===== src/verilog/ldcr_pkg.sv =====
// Purpose: constants for the logical device configuration register bank
// Assumes: address is {logical device number, register index}, 8 bits each
// Notes: masks give the storage bits, other bits read as zero
//
// Operation
// - registers reset on power-on or hard reset; all but MIDI base keep contents through soft reset
// - floppy mode bit 0: clear normal, set enhanced mode 2
// - floppy mode bit 1: clear burst DMA, set non-burst (default)
// - floppy interface field 3:2: 11 AT, 01 second-gen, 00 model-thirty, 10 reserved
// - drive-type register: A in 1:0, B in 3:2, upper fields free storage
// - floppy index F3 is read-only and always reads zero
// - per-drive register: type 1:0, rate table 4:3, bits 2,5,7 read zero
// - per-drive bit 6 set disables write precompensation
// - second drive register matches first drive register in layout and default
// - parallel mode two bits 1:0 route floppy drives to floppy or parallel pins
// - serial mode bit 0 enables MIDI support, default off
// - serial mode bit 1 enables high speed, default off
// - serial mode bit 7 makes serial and MIDI ports share one interrupt
// - share with two lines assigned: both lines assert on either interrupt
// - MIDI base low holds A7..A1, bit 0 zero, default 30 on resets
package ldcr_pkg;

	// ----------------------------------------
	// logical device numbers
	// ----------------------------------------
	localparam logic [7:0] LDCR_LDN_FLOPPY = 8'h00;
	localparam logic [7:0] LDCR_LDN_PARALLEL = 8'h03;
	localparam logic [7:0] LDCR_LDN_SERIAL = 8'h04;
	localparam logic [7:0] LDCR_LDN_MIDI = 8'h05;

	// ----------------------------------------
	// register indices
	// ----------------------------------------
	localparam logic [7:0] LDCR_IDX_MIDI_BASE_HIGH = 8'h60;
	localparam logic [7:0] LDCR_IDX_MIDI_BASE_LOW = 8'h61;
	localparam logic [7:0] LDCR_IDX_FLOPPY_MODE = 8'hF0;
	localparam logic [7:0] LDCR_IDX_PARALLEL_MODE = 8'hF0;
	localparam logic [7:0] LDCR_IDX_SERIAL_MODE = 8'hF0;
	localparam logic [7:0] LDCR_IDX_FLOPPY_OPTION = 8'hF1;
	localparam logic [7:0] LDCR_IDX_PARALLEL_MODE_SECOND = 8'hF1;
	localparam logic [7:0] LDCR_IDX_FLOPPY_DRIVE_TYPES = 8'hF2;
	localparam logic [7:0] LDCR_IDX_FLOPPY_RESERVED_ZERO = 8'hF3;
	localparam logic [7:0] LDCR_IDX_FIRST_DRIVE_CONFIG = 8'hF4;
	localparam logic [7:0] LDCR_IDX_SECOND_DRIVE_CONFIG = 8'hF5;

	// ----------------------------------------
	// reset values
	// ----------------------------------------
	localparam logic [7:0] LDCR_RST_FLOPPY_MODE = 8'h0E;
	localparam logic [7:0] LDCR_RST_FLOPPY_OPTION = 8'h00;
	localparam logic [7:0] LDCR_RST_FLOPPY_DRIVE_TYPES = 8'hFF;
	localparam logic [7:0] LDCR_RST_DRIVE_CONFIG = 8'h00;
	localparam logic [7:0] LDCR_RST_PARALLEL_MODE = 8'h3C;
	localparam logic [7:0] LDCR_RST_PARALLEL_MODE_SECOND = 8'h00;
	localparam logic [7:0] LDCR_RST_SERIAL_MODE = 8'h00;
	localparam logic [7:0] LDCR_RST_MIDI_HIGH_POR = 8'h00;
	localparam logic [7:0] LDCR_RST_MIDI_HIGH_SOFT = 8'h03;
	localparam logic [7:0] LDCR_RST_MIDI_LOW = 8'h30;

	// ----------------------------------------
	// writable bit masks
	// ----------------------------------------
	localparam logic [7:0] LDCR_MASK_FLOPPY_MODE = 8'hCF;
	localparam logic [7:0] LDCR_MASK_DRIVE_CONFIG = 8'h5B;
	localparam logic [7:0] LDCR_MASK_PARALLEL_MODE_SECOND = 8'h03;
	localparam logic [7:0] LDCR_MASK_SERIAL_MODE = 8'h83;
	localparam logic [7:0] LDCR_MASK_MIDI_HIGH = 8'h0F;
	localparam logic [7:0] LDCR_MASK_MIDI_LOW = 8'hFE;

	// ----------------------------------------
	// field positions
	// ----------------------------------------
	localparam int LDCR_FM_ENHANCED_BIT = 0;
	localparam int LDCR_FM_NONBURST_BIT = 1;
	localparam int LDCR_FM_IF_LSB = 2;
	localparam int LDCR_DC_TYPE_LSB = 0;
	localparam int LDCR_DC_RATE_LSB = 3;
	localparam int LDCR_DC_PRECOMP_BIT = 6;
	localparam int LDCR_SM_MIDI_BIT = 0;
	localparam int LDCR_SM_HIGH_SPEED_BIT = 1;
	localparam int LDCR_SM_SHARE_BIT = 7;

	// ----------------------------------------
	// floppy interface and routing codes
	// ----------------------------------------
	localparam logic [1:0] LDCR_IF_AT = 2'h3;
	localparam logic [1:0] LDCR_IF_SECOND_GEN = 2'h1;
	localparam logic [1:0] LDCR_IF_MODEL_THIRTY = 2'h0;
	localparam logic [1:0] LDCR_ROUTE_SPLIT = 2'h1;
	localparam logic [1:0] LDCR_ROUTE_BOTH = 2'h2;

endpackage


===== src/verilog/ldcr_regs.sv =====
// Purpose: logical device configuration register bank
// Assumes: i_hard_reset and i_soft_reset are synchronous one-cycle or level requests
// Notes: read data is registered and stands only in the cycle after the read strobe
`timescale 1ns/10ps

module ldcr_regs
	import ldcr_pkg::*;
(
	input wire logic i_ref_clk,
	input wire logic i_rstn,
	input wire logic i_hard_reset,
	input wire logic i_soft_reset,
	input wire logic [15:0] i_addr,
	input wire logic [7:0] i_wdata,
	input wire logic i_wr,
	input wire logic i_rd,
	output logic [7:0] o_rdata,
	input wire logic i_uart_irq,
	input wire logic i_midi_irq,
	output logic o_uart_irq_line,
	output logic o_midi_irq_line,
	output logic o_floppy_enhanced,
	output logic o_floppy_nonburst,
	output logic o_floppy_if_at,
	output logic o_floppy_if_second_gen,
	output logic o_floppy_if_model_thirty,
	output logic [7:0] o_drive_types,
	output logic [1:0] o_drive_type_select0,
	output logic [1:0] o_rate_table_select0,
	output logic o_precomp_disable0,
	output logic [1:0] o_drive_type_select1,
	output logic [1:0] o_rate_table_select1,
	output logic o_precomp_disable1,
	output logic [1:0] o_floppy_on_parallel_select,
	output logic o_split_drive_routing,
	output logic o_both_drives_on_parallel,
	output logic o_midi_enable,
	output logic o_high_speed,
	output logic o_share_irq,
	output logic [11:0] o_midi_base
);

	// ----------------------------------------
	// address decode
	// ----------------------------------------
	logic [7:0] ldn;
	logic [7:0] idx;
	logic sel_fm, sel_fo, sel_ft, sel_f3, sel_d0, sel_d1;
	logic sel_pm, sel_p2, sel_sm, sel_mh, sel_ml;

	assign ldn = i_addr[15:8];
	assign idx = i_addr[7:0];

	always_comb
	begin
		sel_fm = 1'b0;
		sel_fo = 1'b0;
		sel_ft = 1'b0;
		sel_f3 = 1'b0;
		sel_d0 = 1'b0;
		sel_d1 = 1'b0;
		sel_pm = 1'b0;
		sel_p2 = 1'b0;
		sel_sm = 1'b0;
		sel_mh = 1'b0;
		sel_ml = 1'b0;
		if (ldn == LDCR_LDN_FLOPPY)
		begin
			if (idx == LDCR_IDX_FLOPPY_MODE)
				sel_fm = 1'b1;
			else if (idx == LDCR_IDX_FLOPPY_OPTION)
				sel_fo = 1'b1;
			else if (idx == LDCR_IDX_FLOPPY_DRIVE_TYPES)
				sel_ft = 1'b1;
			else if (idx == LDCR_IDX_FLOPPY_RESERVED_ZERO)
				sel_f3 = 1'b1;
			else if (idx == LDCR_IDX_FIRST_DRIVE_CONFIG)
				sel_d0 = 1'b1;
			else if (idx == LDCR_IDX_SECOND_DRIVE_CONFIG)
				sel_d1 = 1'b1;
		end
		else if (ldn == LDCR_LDN_PARALLEL)
		begin
			if (idx == LDCR_IDX_PARALLEL_MODE)
				sel_pm = 1'b1;
			else if (idx == LDCR_IDX_PARALLEL_MODE_SECOND)
				sel_p2 = 1'b1;
		end
		else if (ldn == LDCR_LDN_SERIAL)
		begin
			if (idx == LDCR_IDX_SERIAL_MODE)
				sel_sm = 1'b1;
		end
		else if (ldn == LDCR_LDN_MIDI)
		begin
			if (idx == LDCR_IDX_MIDI_BASE_HIGH)
				sel_mh = 1'b1;
			else if (idx == LDCR_IDX_MIDI_BASE_LOW)
				sel_ml = 1'b1;
		end
	end

	// ----------------------------------------
	// storage
	// ----------------------------------------
	logic [7:0] fm_q, fo_q, ft_q, d0_q, d1_q, pm_q, p2_q, sm_q, mh_q, ml_q;

	// hard reset restores defaults; soft reset leaves these alone
	always_ff @(posedge i_ref_clk or negedge i_rstn)
	begin
		if (!i_rstn)
		begin
			fm_q <= LDCR_RST_FLOPPY_MODE;
			fo_q <= LDCR_RST_FLOPPY_OPTION;
			ft_q <= LDCR_RST_FLOPPY_DRIVE_TYPES;
			d0_q <= LDCR_RST_DRIVE_CONFIG;
			d1_q <= LDCR_RST_DRIVE_CONFIG;
		end
		else if (i_hard_reset)
		begin
			fm_q <= LDCR_RST_FLOPPY_MODE;
			fo_q <= LDCR_RST_FLOPPY_OPTION;
			ft_q <= LDCR_RST_FLOPPY_DRIVE_TYPES;
			d0_q <= LDCR_RST_DRIVE_CONFIG;
			d1_q <= LDCR_RST_DRIVE_CONFIG;
		end
		else if (i_wr)
		begin
			if (sel_fm)
				fm_q <= i_wdata & LDCR_MASK_FLOPPY_MODE;
			if (sel_fo)
				fo_q <= i_wdata;
			if (sel_ft)
				ft_q <= i_wdata;
			if (sel_d0)
				d0_q <= i_wdata & LDCR_MASK_DRIVE_CONFIG;
			if (sel_d1)
				d1_q <= i_wdata & LDCR_MASK_DRIVE_CONFIG;
		end
	end

	always_ff @(posedge i_ref_clk or negedge i_rstn)
	begin
		if (!i_rstn)
		begin
			pm_q <= LDCR_RST_PARALLEL_MODE;
			p2_q <= LDCR_RST_PARALLEL_MODE_SECOND;
			sm_q <= LDCR_RST_SERIAL_MODE;
		end
		else if (i_hard_reset)
		begin
			pm_q <= LDCR_RST_PARALLEL_MODE;
			p2_q <= LDCR_RST_PARALLEL_MODE_SECOND;
			sm_q <= LDCR_RST_SERIAL_MODE;
		end
		else if (i_wr)
		begin
			if (sel_pm)
				pm_q <= i_wdata;
			// reserved bits dropped even if software breaks the zero-write duty
			if (sel_p2)
				p2_q <= i_wdata & LDCR_MASK_PARALLEL_MODE_SECOND;
			if (sel_sm)
				sm_q <= i_wdata & LDCR_MASK_SERIAL_MODE;
		end
	end

	// midi base differs: power-on gives zero high byte, hard or soft reset the default
	always_ff @(posedge i_ref_clk or negedge i_rstn)
	begin
		if (!i_rstn)
		begin
			mh_q <= LDCR_RST_MIDI_HIGH_POR;
			ml_q <= LDCR_RST_MIDI_LOW;
		end
		else if (i_hard_reset || i_soft_reset)
		begin
			mh_q <= LDCR_RST_MIDI_HIGH_SOFT;
			ml_q <= LDCR_RST_MIDI_LOW;
		end
		else if (i_wr)
		begin
			if (sel_mh)
				mh_q <= i_wdata & LDCR_MASK_MIDI_HIGH;
			if (sel_ml)
				ml_q <= i_wdata & LDCR_MASK_MIDI_LOW;
		end
	end

	// ----------------------------------------
	// read path
	// ----------------------------------------
	logic [7:0] rdata_d;

	always_comb
	begin
		rdata_d = 8'h00;
		if (sel_fm)
			rdata_d = fm_q;
		else if (sel_fo)
			rdata_d = fo_q;
		else if (sel_ft)
			rdata_d = ft_q;
		else if (sel_f3)
			rdata_d = 8'h00;
		else if (sel_d0)
			rdata_d = d0_q;
		else if (sel_d1)
			rdata_d = d1_q;
		else if (sel_pm)
			rdata_d = pm_q;
		else if (sel_p2)
			rdata_d = p2_q;
		else if (sel_sm)
			rdata_d = sm_q;
		else if (sel_mh)
			rdata_d = mh_q;
		else if (sel_ml)
			rdata_d = ml_q;
	end

	// data is valid only after a read; zero otherwise keeps the bus quiet
	always_ff @(posedge i_ref_clk or negedge i_rstn)
	begin
		if (!i_rstn)
			o_rdata <= 8'h00;
		else if (i_rd)
			o_rdata <= rdata_d;
		else
			o_rdata <= 8'h00;
	end

	// ----------------------------------------
	// decoded controls
	// ----------------------------------------
	always_ff @(posedge i_ref_clk or negedge i_rstn)
	begin
		if (!i_rstn)
		begin
			o_floppy_enhanced <= 1'b0;
			o_floppy_nonburst <= 1'b0;
			o_floppy_if_at <= 1'b0;
			o_floppy_if_second_gen <= 1'b0;
			o_floppy_if_model_thirty <= 1'b0;
			o_drive_types <= 8'h00;
		end
		else
		begin
			o_floppy_enhanced <= fm_q[LDCR_FM_ENHANCED_BIT];
			o_floppy_nonburst <= fm_q[LDCR_FM_NONBURST_BIT];
			o_floppy_if_at <= fm_q[LDCR_FM_IF_LSB +: 2] == LDCR_IF_AT;
			o_floppy_if_second_gen <= fm_q[LDCR_FM_IF_LSB +: 2] == LDCR_IF_SECOND_GEN;
			o_floppy_if_model_thirty <= fm_q[LDCR_FM_IF_LSB +: 2] == LDCR_IF_MODEL_THIRTY;
			o_drive_types <= ft_q;
		end
	end

	always_ff @(posedge i_ref_clk or negedge i_rstn)
	begin
		if (!i_rstn)
		begin
			o_drive_type_select0 <= 2'h0;
			o_rate_table_select0 <= 2'h0;
			o_precomp_disable0 <= 1'b0;
			o_drive_type_select1 <= 2'h0;
			o_rate_table_select1 <= 2'h0;
			o_precomp_disable1 <= 1'b0;
		end
		else
		begin
			o_drive_type_select0 <= d0_q[LDCR_DC_TYPE_LSB +: 2];
			o_rate_table_select0 <= d0_q[LDCR_DC_RATE_LSB +: 2];
			o_precomp_disable0 <= d0_q[LDCR_DC_PRECOMP_BIT];
			o_drive_type_select1 <= d1_q[LDCR_DC_TYPE_LSB +: 2];
			o_rate_table_select1 <= d1_q[LDCR_DC_RATE_LSB +: 2];
			o_precomp_disable1 <= d1_q[LDCR_DC_PRECOMP_BIT];
		end
	end

	always_ff @(posedge i_ref_clk or negedge i_rstn)
	begin
		if (!i_rstn)
		begin
			o_floppy_on_parallel_select <= 2'h0;
			o_split_drive_routing <= 1'b0;
			o_both_drives_on_parallel <= 1'b0;
			o_midi_enable <= 1'b0;
			o_high_speed <= 1'b0;
			o_share_irq <= 1'b0;
			o_midi_base <= 12'h000;
		end
		else
		begin
			o_floppy_on_parallel_select <= p2_q[1:0];
			o_split_drive_routing <= p2_q[1:0] == LDCR_ROUTE_SPLIT;
			o_both_drives_on_parallel <= p2_q[1:0] == LDCR_ROUTE_BOTH;
			o_midi_enable <= sm_q[LDCR_SM_MIDI_BIT];
			o_high_speed <= sm_q[LDCR_SM_HIGH_SPEED_BIT];
			o_share_irq <= sm_q[LDCR_SM_SHARE_BIT];
			o_midi_base <= {mh_q[3:0], ml_q};
		end
	end

	// ----------------------------------------
	// interrupt sharing
	// ----------------------------------------
	// one register stage of latency; the unassigned line is simply unused by the router
	always_ff @(posedge i_ref_clk or negedge i_rstn)
	begin
		if (!i_rstn)
		begin
			o_uart_irq_line <= 1'b0;
			o_midi_irq_line <= 1'b0;
		end
		else if (sm_q[LDCR_SM_SHARE_BIT])
		begin
			o_uart_irq_line <= i_uart_irq | i_midi_irq;
			o_midi_irq_line <= i_uart_irq | i_midi_irq;
		end
		else
		begin
			o_uart_irq_line <= i_uart_irq;
			o_midi_irq_line <= i_midi_irq;
		end
	end

endmodule // ldcr_regs


===== config.mk =====
export PLATFORM = sky130hd
export DESIGN_NAME = ldcr_regs
export DESIGN_NICKNAME = d
export VERILOG_FILES = /design/src/verilog/ldcr_pkg.sv /design/src/verilog/ldcr_regs.sv
export SDC_FILE = /design/constraint.sdc
export NUM_CORES = 1
export LEC_CHECK = 0
export BUFFER_PORTS_ARGS = -buffer_cell sky130_fd_sc_hd__clkbuf_2
export CAP_MARGIN = 20
export CORE_UTILIZATION = 35
export CTS_CLUSTER_SIZE = 8
export DETAILED_ROUTE_END_ITERATION = 10
export REMOVE_ABC_BUFFERS = 1
export SKIP_LAST_GASP = 1
export SYNTH_ARGS = -nofsm -noshare
export SYNTH_HDL_FRONTEND = slang
export SYNTH_SLANG_ARGS = --single-unit

===== constraint.sdc =====
create_clock -name i_ref_clk -period 1.3 [get_ports i_ref_clk]
set_input_delay 0.065 -clock i_ref_clk [delete_from_list [all_inputs] [get_ports i_ref_clk]]
set_output_delay 0.065 -clock i_ref_clk [all_outputs]
set_load 0.02 [all_outputs]

==> metrics.cfg, run 1 <==
[run_status]
outcome = finished with violations
violations = setup timing

[floorplanning]
ios = 84
die_x_um = 114
dieArea_um2 = 12900
die_h_um = 114
initial_core_util_pct = 36.2
core_um2 = 12100
rows = 40

[yosys]
synthArstFlopShare_pct = 100
synth_cells = 417
synth_top_family_by_area = simple AND/OR/NAND/NOR gates
synth_cell_types = 48
synth_area_leader_cell = dfrtp_1
synth_top_area_share_pct = 51.6
synth_compound_area_share_pct = 12.3
ys_seq_area_share_pct = 61.9
muxShareOfSynthArea_pct = 0.688
synth_ff_type = dfrtp_1
synth_seq_cells = 107
synth_edf_count = 0
postSynthAreaPerCell_um2 = 10.5
yosysWarningCount = 0
synthAdderAreaFrac_pct = 0
synth_xor_xnor_area_share_pct = 0
synth_area_um2 = 4360
synth.area.top_cells = dfrtp_1 52%, dfstp_2 10%, nand2_1 6.4%
yosys.area_share.simple_pct = 21.8

[layout]
final_common_cell = dfrtp_1
fillCellCount = 1046
finalNonFillerCells = 743
area_growth_pct = 44.5
drive_gt1_share_pct = 47.1
most-common-layout-cells = 90 x dfrtp_1, 81 x clkbuf_2, 62 x buf_4, 59 x nand2_1, 23 x a21oi_1
design_area_um2 = 6300
nets = 602
diodes = 0

[sta]
period_share_pct = 151
setup_slack_ns = -0.658
slew_viol_final = 0
min_period_ns = 1.96
slew_headroom_pct = 58.2
rsz0062_at_grt = yes
clock_skew_ns = 0.0143
tightest_slew_ns = 0.627
holdWs_ns = 0.0104
finalSetupViolCount = 62
hold_viol = 0
fmax_mhz = 511

[setup_path]
critical_path.startpoint_type = input pin
required_ns = 1.55
cp-end-kind = flip-flop
rrSetupSlack_ns = -0.18
worst_ep_arrival_time_ns = 2.21
criticalPathCategory = in2reg
crit_fanout = 6
r2r-end = o_rdata[1]$_DFF_PN0_
r2r_cells = 5
worstReg2RegStart = ml_q[1]$_DFFE_PN0P_

[drt]
drtIter0Drc = 318
ant_nets = 0
first_pass_iters = 5
via_per_inst = 5.32
routedWlPerCell_um = 17.3
drc_errors = 0
routed_wl_um = 12900
via_count = 3952

[cts]
cts.clk_slew.worst_paths_ns = 0.07
max-clock-path-buffers = 2
cts_num_sinks = 107
clock_latency_ns = 0.36
cts_tree = built
cts_buffers = 9
h-tree-depth = 3
clk_root_buffer_cell = clkbuf_16

[flow_run]
maxCapViolations = 0

[global_routing]
overflow = 0
grt_pass1_wl_um = 20200
antenna_found_initial = 0
grt_use_total_pct = 20.7
first_global_vias = 3815
grt_start_max_net_pins = 47

[placement]
placed_area_um2 = 5440
dp_slack_ns = -1.10
dp_hpwl_um = 9010
io_buffers = 82
dp_cells = 714
gp_congestion = 0.953

[power_and_ir_drop]
ir_worst_vdd_mv = 0.540
p_leak_nw = 2.81
powerDensity_nw_per_um2 = 1020

[worst_hold_path]
hold_start = i_soft_reset
whs_endpoint = mh_q[0]$_DFFE_PN0P_
hold_class = in2reg
holdPathStages = 3

==> sequential cells by signal (all words and copies together) (netlist names), 6 cells and up <==
| name | count |
|---|---|
| fo_q | 8 |
| o_midi_base | 11 |
| pm_q | 8 |
| ft_q | 8 |
| ml_q | 7 |
| o_rdata | 8 |
| fm_q | 6 |
| o_drive_types | 8 |
==> Yosys cell counts (6+ instances only) <==
master,count
nor4_1,7
inv_1,9
o21ai_0,7
a222oi_1,6
dfstp_2,17
nand2_1,74
a211o_1,6
nor3_1,7
nand3b_1,10
nand3_1,36
clkbuf_1,19
a21oi_1,43
dfrtp_1,90
nor2_1,21
==> worst max path at each step <==
stage,from,to,slack (ns),cells after the start
5_1_grt,i_addr[11],o_rdata[1]$_DFF_PN0_,-0.72,9
3_5_place_dp,i_addr[11],o_rdata[3]$_DFF_PN0_,-1.10,8
3_3_place_gp,i_addr[11],o_rdata[3]$_DFF_PN0_,-1.05,8
4_1_cts,i_addr[11],o_rdata[3]$_DFF_PN0_,-0.61,8
2_1_floorplan,i_addr[11],o_rdata[1]$_DFF_PN0_,-1.29,6
6_report,i_addr[11],o_rdata[3]$_DFF_PN0_,-0.66,8
==> critical path, cell delays in order <==
cell	delay (ns)
clkbuf_2	0.08
or4_4	0.53
or4_4	0.62
buf_6	0.16
nor3b_4	0.21
buf_6	0.18
a222oi_1	0.10
a31oi_1	0.26
==> through the flow <==
step	util (%)	setup TNS, ns	power [mW]
2_1_floorplan	-	-42.66	3.47
3_3_place_gp	45.1	-48.72	3.77
5_1_grt	52.3	-30.27	6.66
6_report	52.3	-25.66	6.43
4_1_cts	49.2	-25.45	6.47
3_5_place_dp	45.1	-49.73	3.77
==> power breakdown <==
part	switching, mW	internal [mW]
clock	1.24	1.43
combinational	0.281	0.145
sequential	0.000863	3.33
==> layer usage <==
| metal | share of wire, % | track usage, % |
|---|---|---|
| met5 | 0 | 0 |
| met4 | 3.8 | 9.12 |
| met3 | 4.9 | 3.45 |
| met2 | 48 | 33.1 |
| met1 | 43 | 27.7 |
==> timing repair <==
action	CTS	global route
hold buffers	5	0
pin swaps	22	35
setup buffers	3	5
endpoints found under the hold margin	98	0
gates resized for setup	31	74
cloned	1	0
setup endpoints to repair	59	63
==> area by class of cell <==
type	instances	area [um2]	share of cell area, %
Clock buffer	11	253	4.01
Clock inverter	5	42.5	0.675
Inverter	9	33.8	0.536
Multi-Input combinational cell	278	1920	30.4
Sequential cell	107	2700	42.8
Tap cell	168	210	3.34
Timing Repair Buffer	165	1150	18.2
==> cell families (layout without fill, tap and decap cells) <==
logic type | count (synthesis) | after routing
flip-flops | 107 | 107
buffers and inverters | 33 | 190
multiplexers | 3 | 3
other | 1 | 1
AND/OR/NAND/NOR | 189 | 190
AO/OA/AOI/OAI | 84 | 84
No activity file was read; power rests on OpenSTA's default activity.
==> run 2, diff against run 1 <==
Settings changed: CTS_CLUSTER_DIAMETER from default to 200, PLACE_DENSITY from default to 0.55.
==> run 2 against run 1 <==
Compared with the run above: combinational power is 5.9% lower; setup slack better by 0.043 ns; routed wire length shrank 0.77%; worst hold slack better by 0.0074 ns; sequential share of layout area increased by 1.4 points; flip-flop and latch count unchanged; critical endpoint is now fo_q[7]$_DFFE_PN0P_; sequential power barely moved; clock-buffer cell count stayed put; die area unchanged; global-route usage down 0.20 points; largest cell class unchanged; the flow still finishes with violations (setup timing); first-iteration DRC count fell by 12%; cell area down 3.1%.
==> metrics.cfg, run 2 (synthesized netlist as in run 1, its figures left out) <==
[setup_path]
crit_start = i_addr[11]
crit_fanout = 6  ; unchanged
critPathSlowestCell = or4_4
worst_ep_arrival_time_ns = 2.19  ; -0.02 ns
r2r-end = o_rdata[1]$_DFF_PN0_
required_ns = 1.58  ; +0.03 ns
crit_chain = clkbuf_2 > or4_4 > or4_4 > buf_6 > nor3b_4 > buf_6 > buf_12 > nand3_2 > a21oi_2
critical_path.startpoint_type = input pin
max_stage_delay_ns = 0.56  ; -0.06 ns
worstReg2RegStart = sm_q[1]$_DFFE_PN0P_
cp-end-kind = flip-flop
crit_buf_inv = 4  ; +1
rrSetupSlack_ns = -0.21  ; -0.03 ns
r2r_cells = 5  ; unchanged
crit_family = simple AND/OR/NAND/NOR gates
criticalPathCategory = in2reg

[sta]
setup_slack_ns = -0.614  ; +0.0431 ns
min_period_ns = 1.91  ; -0.0431 ns
tightest_slew_ns = 0.581  ; -0.0468 ns
finalSetupViolCount = 60  ; -3.2%
rsz0062_at_grt = yes
period_share_pct = 147  ; -3.3 points
hold_viol = 0  ; unchanged
slew_viol_final = 0  ; unchanged
fmax_mhz = 522  ; +2.3%
tns_ns = -25.02  ; +0.646 ns
holdWs_ns = 0.0178  ; +0.00741 ns
slew_headroom_pct = 61.3  ; +3.1 points
clock_skew_ns = 0.0110  ; -0.00328 ns

[layout]
nets = 603  ; +0.17%
multiInputGateArea_um2 = 1770  ; -7.6%
design_area_um2 = 6110  ; -3.1%
most-common-layout-cells = 89 x dfrtp_1, 81 x clkbuf_2, 67 x nand2_1, 67 x buf_4, 31 x nand3_1
diodes = 0  ; unchanged
regMostFlops = o_midi_base
largest_register_ffs = 11  ; unchanged
drive_gt1_share_pct = 42.6  ; -4.5 points
final_common_cell = dfrtp_1
area_growth_pct = 40.0
seqCellArea_um2 = 2700  ; about the same
finalNonFillerCells = 743  ; unchanged
fillCellCount = 1106  ; +5.7%

[worst_hold_path]
hold_class = in2reg
whs_endpoint = mh_q[0]$_DFFE_PN0P_
hold_start = i_soft_reset
holdPathStages = 3  ; unchanged

[drt]
via_count = 3879  ; -1.8%
routed_wl_um = 12800  ; -0.77%
drc_errors = 0  ; unchanged
first_pass_iters = 5  ; unchanged
drtIter0Drc = 281  ; -12%
via_per_inst = 5.22  ; -1.8%
routedWlPerCell_um = 17.2  ; -0.77%
ant_nets = 0  ; unchanged

[cts]
cts_num_sinks = 107  ; unchanged
cts_buffers = 9  ; unchanged
h-tree-depth = 3  ; unchanged
clock_latency_ns = 0.35  ; about the same
cts.clk_slew.worst_paths_ns = 0.07  ; about the same
clk_root_buffer_cell = clkbuf_16
max-clock-path-buffers = 2  ; unchanged
cts_tree = built

[global_routing]
antenna_found_initial = 0  ; unchanged
first_global_vias = 3684  ; -3.4%
grt_pass1_wl_um = 19900  ; -1.1%
grt_use_total_pct = 20.5  ; -0.20 points
grt_start_max_net_pins = 108  ; +130%
overflow = 0  ; unchanged

[placement]
dp_cells = 714  ; unchanged
dp_hpwl_um = 8780  ; -2.6%
gp_congestion = 0.896  ; -5.9%
dp_slack_ns = -1.04  ; +0.0527 ns
io_buffers = 82  ; unchanged
placed_area_um2 = 5430  ; -0.23%

[run_status]
outcome = finished with violations
violations = setup timing

[floorplanning]
core_um2 = 12100  ; unchanged
die_h_um = 114  ; unchanged
initial_core_util_pct = 36.2  ; unchanged
die_x_um = 114  ; unchanged
rows = 40  ; unchanged
dieArea_um2 = 12900  ; unchanged
ios = 84  ; unchanged

[power_and_ir_drop]
p_leak_nw = 2.76  ; -1.7%
powerDensity_nw_per_um2 = 1040  ; +2.4%
ir_worst_vdd_mv = 0.584  ; +8.1%

[flow_run]
maxCapViolations = 0  ; unchanged

==> run 2: changes by cell type in the layout (fill, tap and decap cells not counted), moves of 3 or more <==
cell	before	now
a21oi_2	20	14
nand3_1	19	31
buf_4	62	67
nand3_2	14	3
nor2_1	20	17
nand2_2	11	4
nand2_1	59	67
a21oi_1	23	29
nor4_2	0	4
buf_6	13	8
nor4_4	3	0
==> run 2: where the power goes <==
part           switching, mW  internal, mW
combinational          0.268         0.134
sequential          0.000831          3.33
clock                   1.16          1.49
==> run 2: cell type report <==
type                    count  area share, %
clock buffers              11           3.81
clock inverters             4          0.840
inverters                   9          0.553
multi-input cells         278           29.0
flip-flops and latches    107           44.2
well taps                 168           3.44
repair buffers            166           18.1
==> run 2: worst max-delay path by stage <==
stage / endpoint / cells after the start
3_3_place_gp: o_rdata[3]$_DFF_PN0_ / 8
6_report: fo_q[7]$_DFFE_PN0P_ / 9
2_1_floorplan: o_rdata[1]$_DFF_PN0_ / 6
3_5_place_dp: o_rdata[3]$_DFF_PN0_ / 8
4_1_cts: o_rdata[0]$_DFF_PN0_ / 8
5_1_grt: o_rdata[3]$_DFF_PN0_ / 7
==> run 2: what timing repair did <==
item	in CTS	in global routing
endpoints found under the hold margin	97	0
setup buffers	2	3
pin swaps	16	22
resized for setup	21	46
endpoints found under the setup margin	62	65
cloned	2	1
hold buffers	6	0
==> run 2: metal layers <==
layer | vias to the layer above | wire [um] | track usage, %
met2 | 112 | 6350 | 33.6
met4 | 0 | 354 | 7.11
li1 | 1788 | - | -
met1 | 1954 | 5570 | 27.7
met5 | - | 0 | 0
met3 | 25 | 513 | 3.19
==> run 2: per-stage QoR <==
step	power [mW]	utilization, %
floorplan	3.47	-
global placement	3.75	45.0
detailed placement	3.76	45.0
CTS	6.43	48.8
global route	6.60	50.6
finish	6.38	50.6
==> run 2: worst min-delay path, stage by stage <==
cell      delay (ns)
clkbuf_2        0.09
nor2_1          0.09
nand3_1         0.08
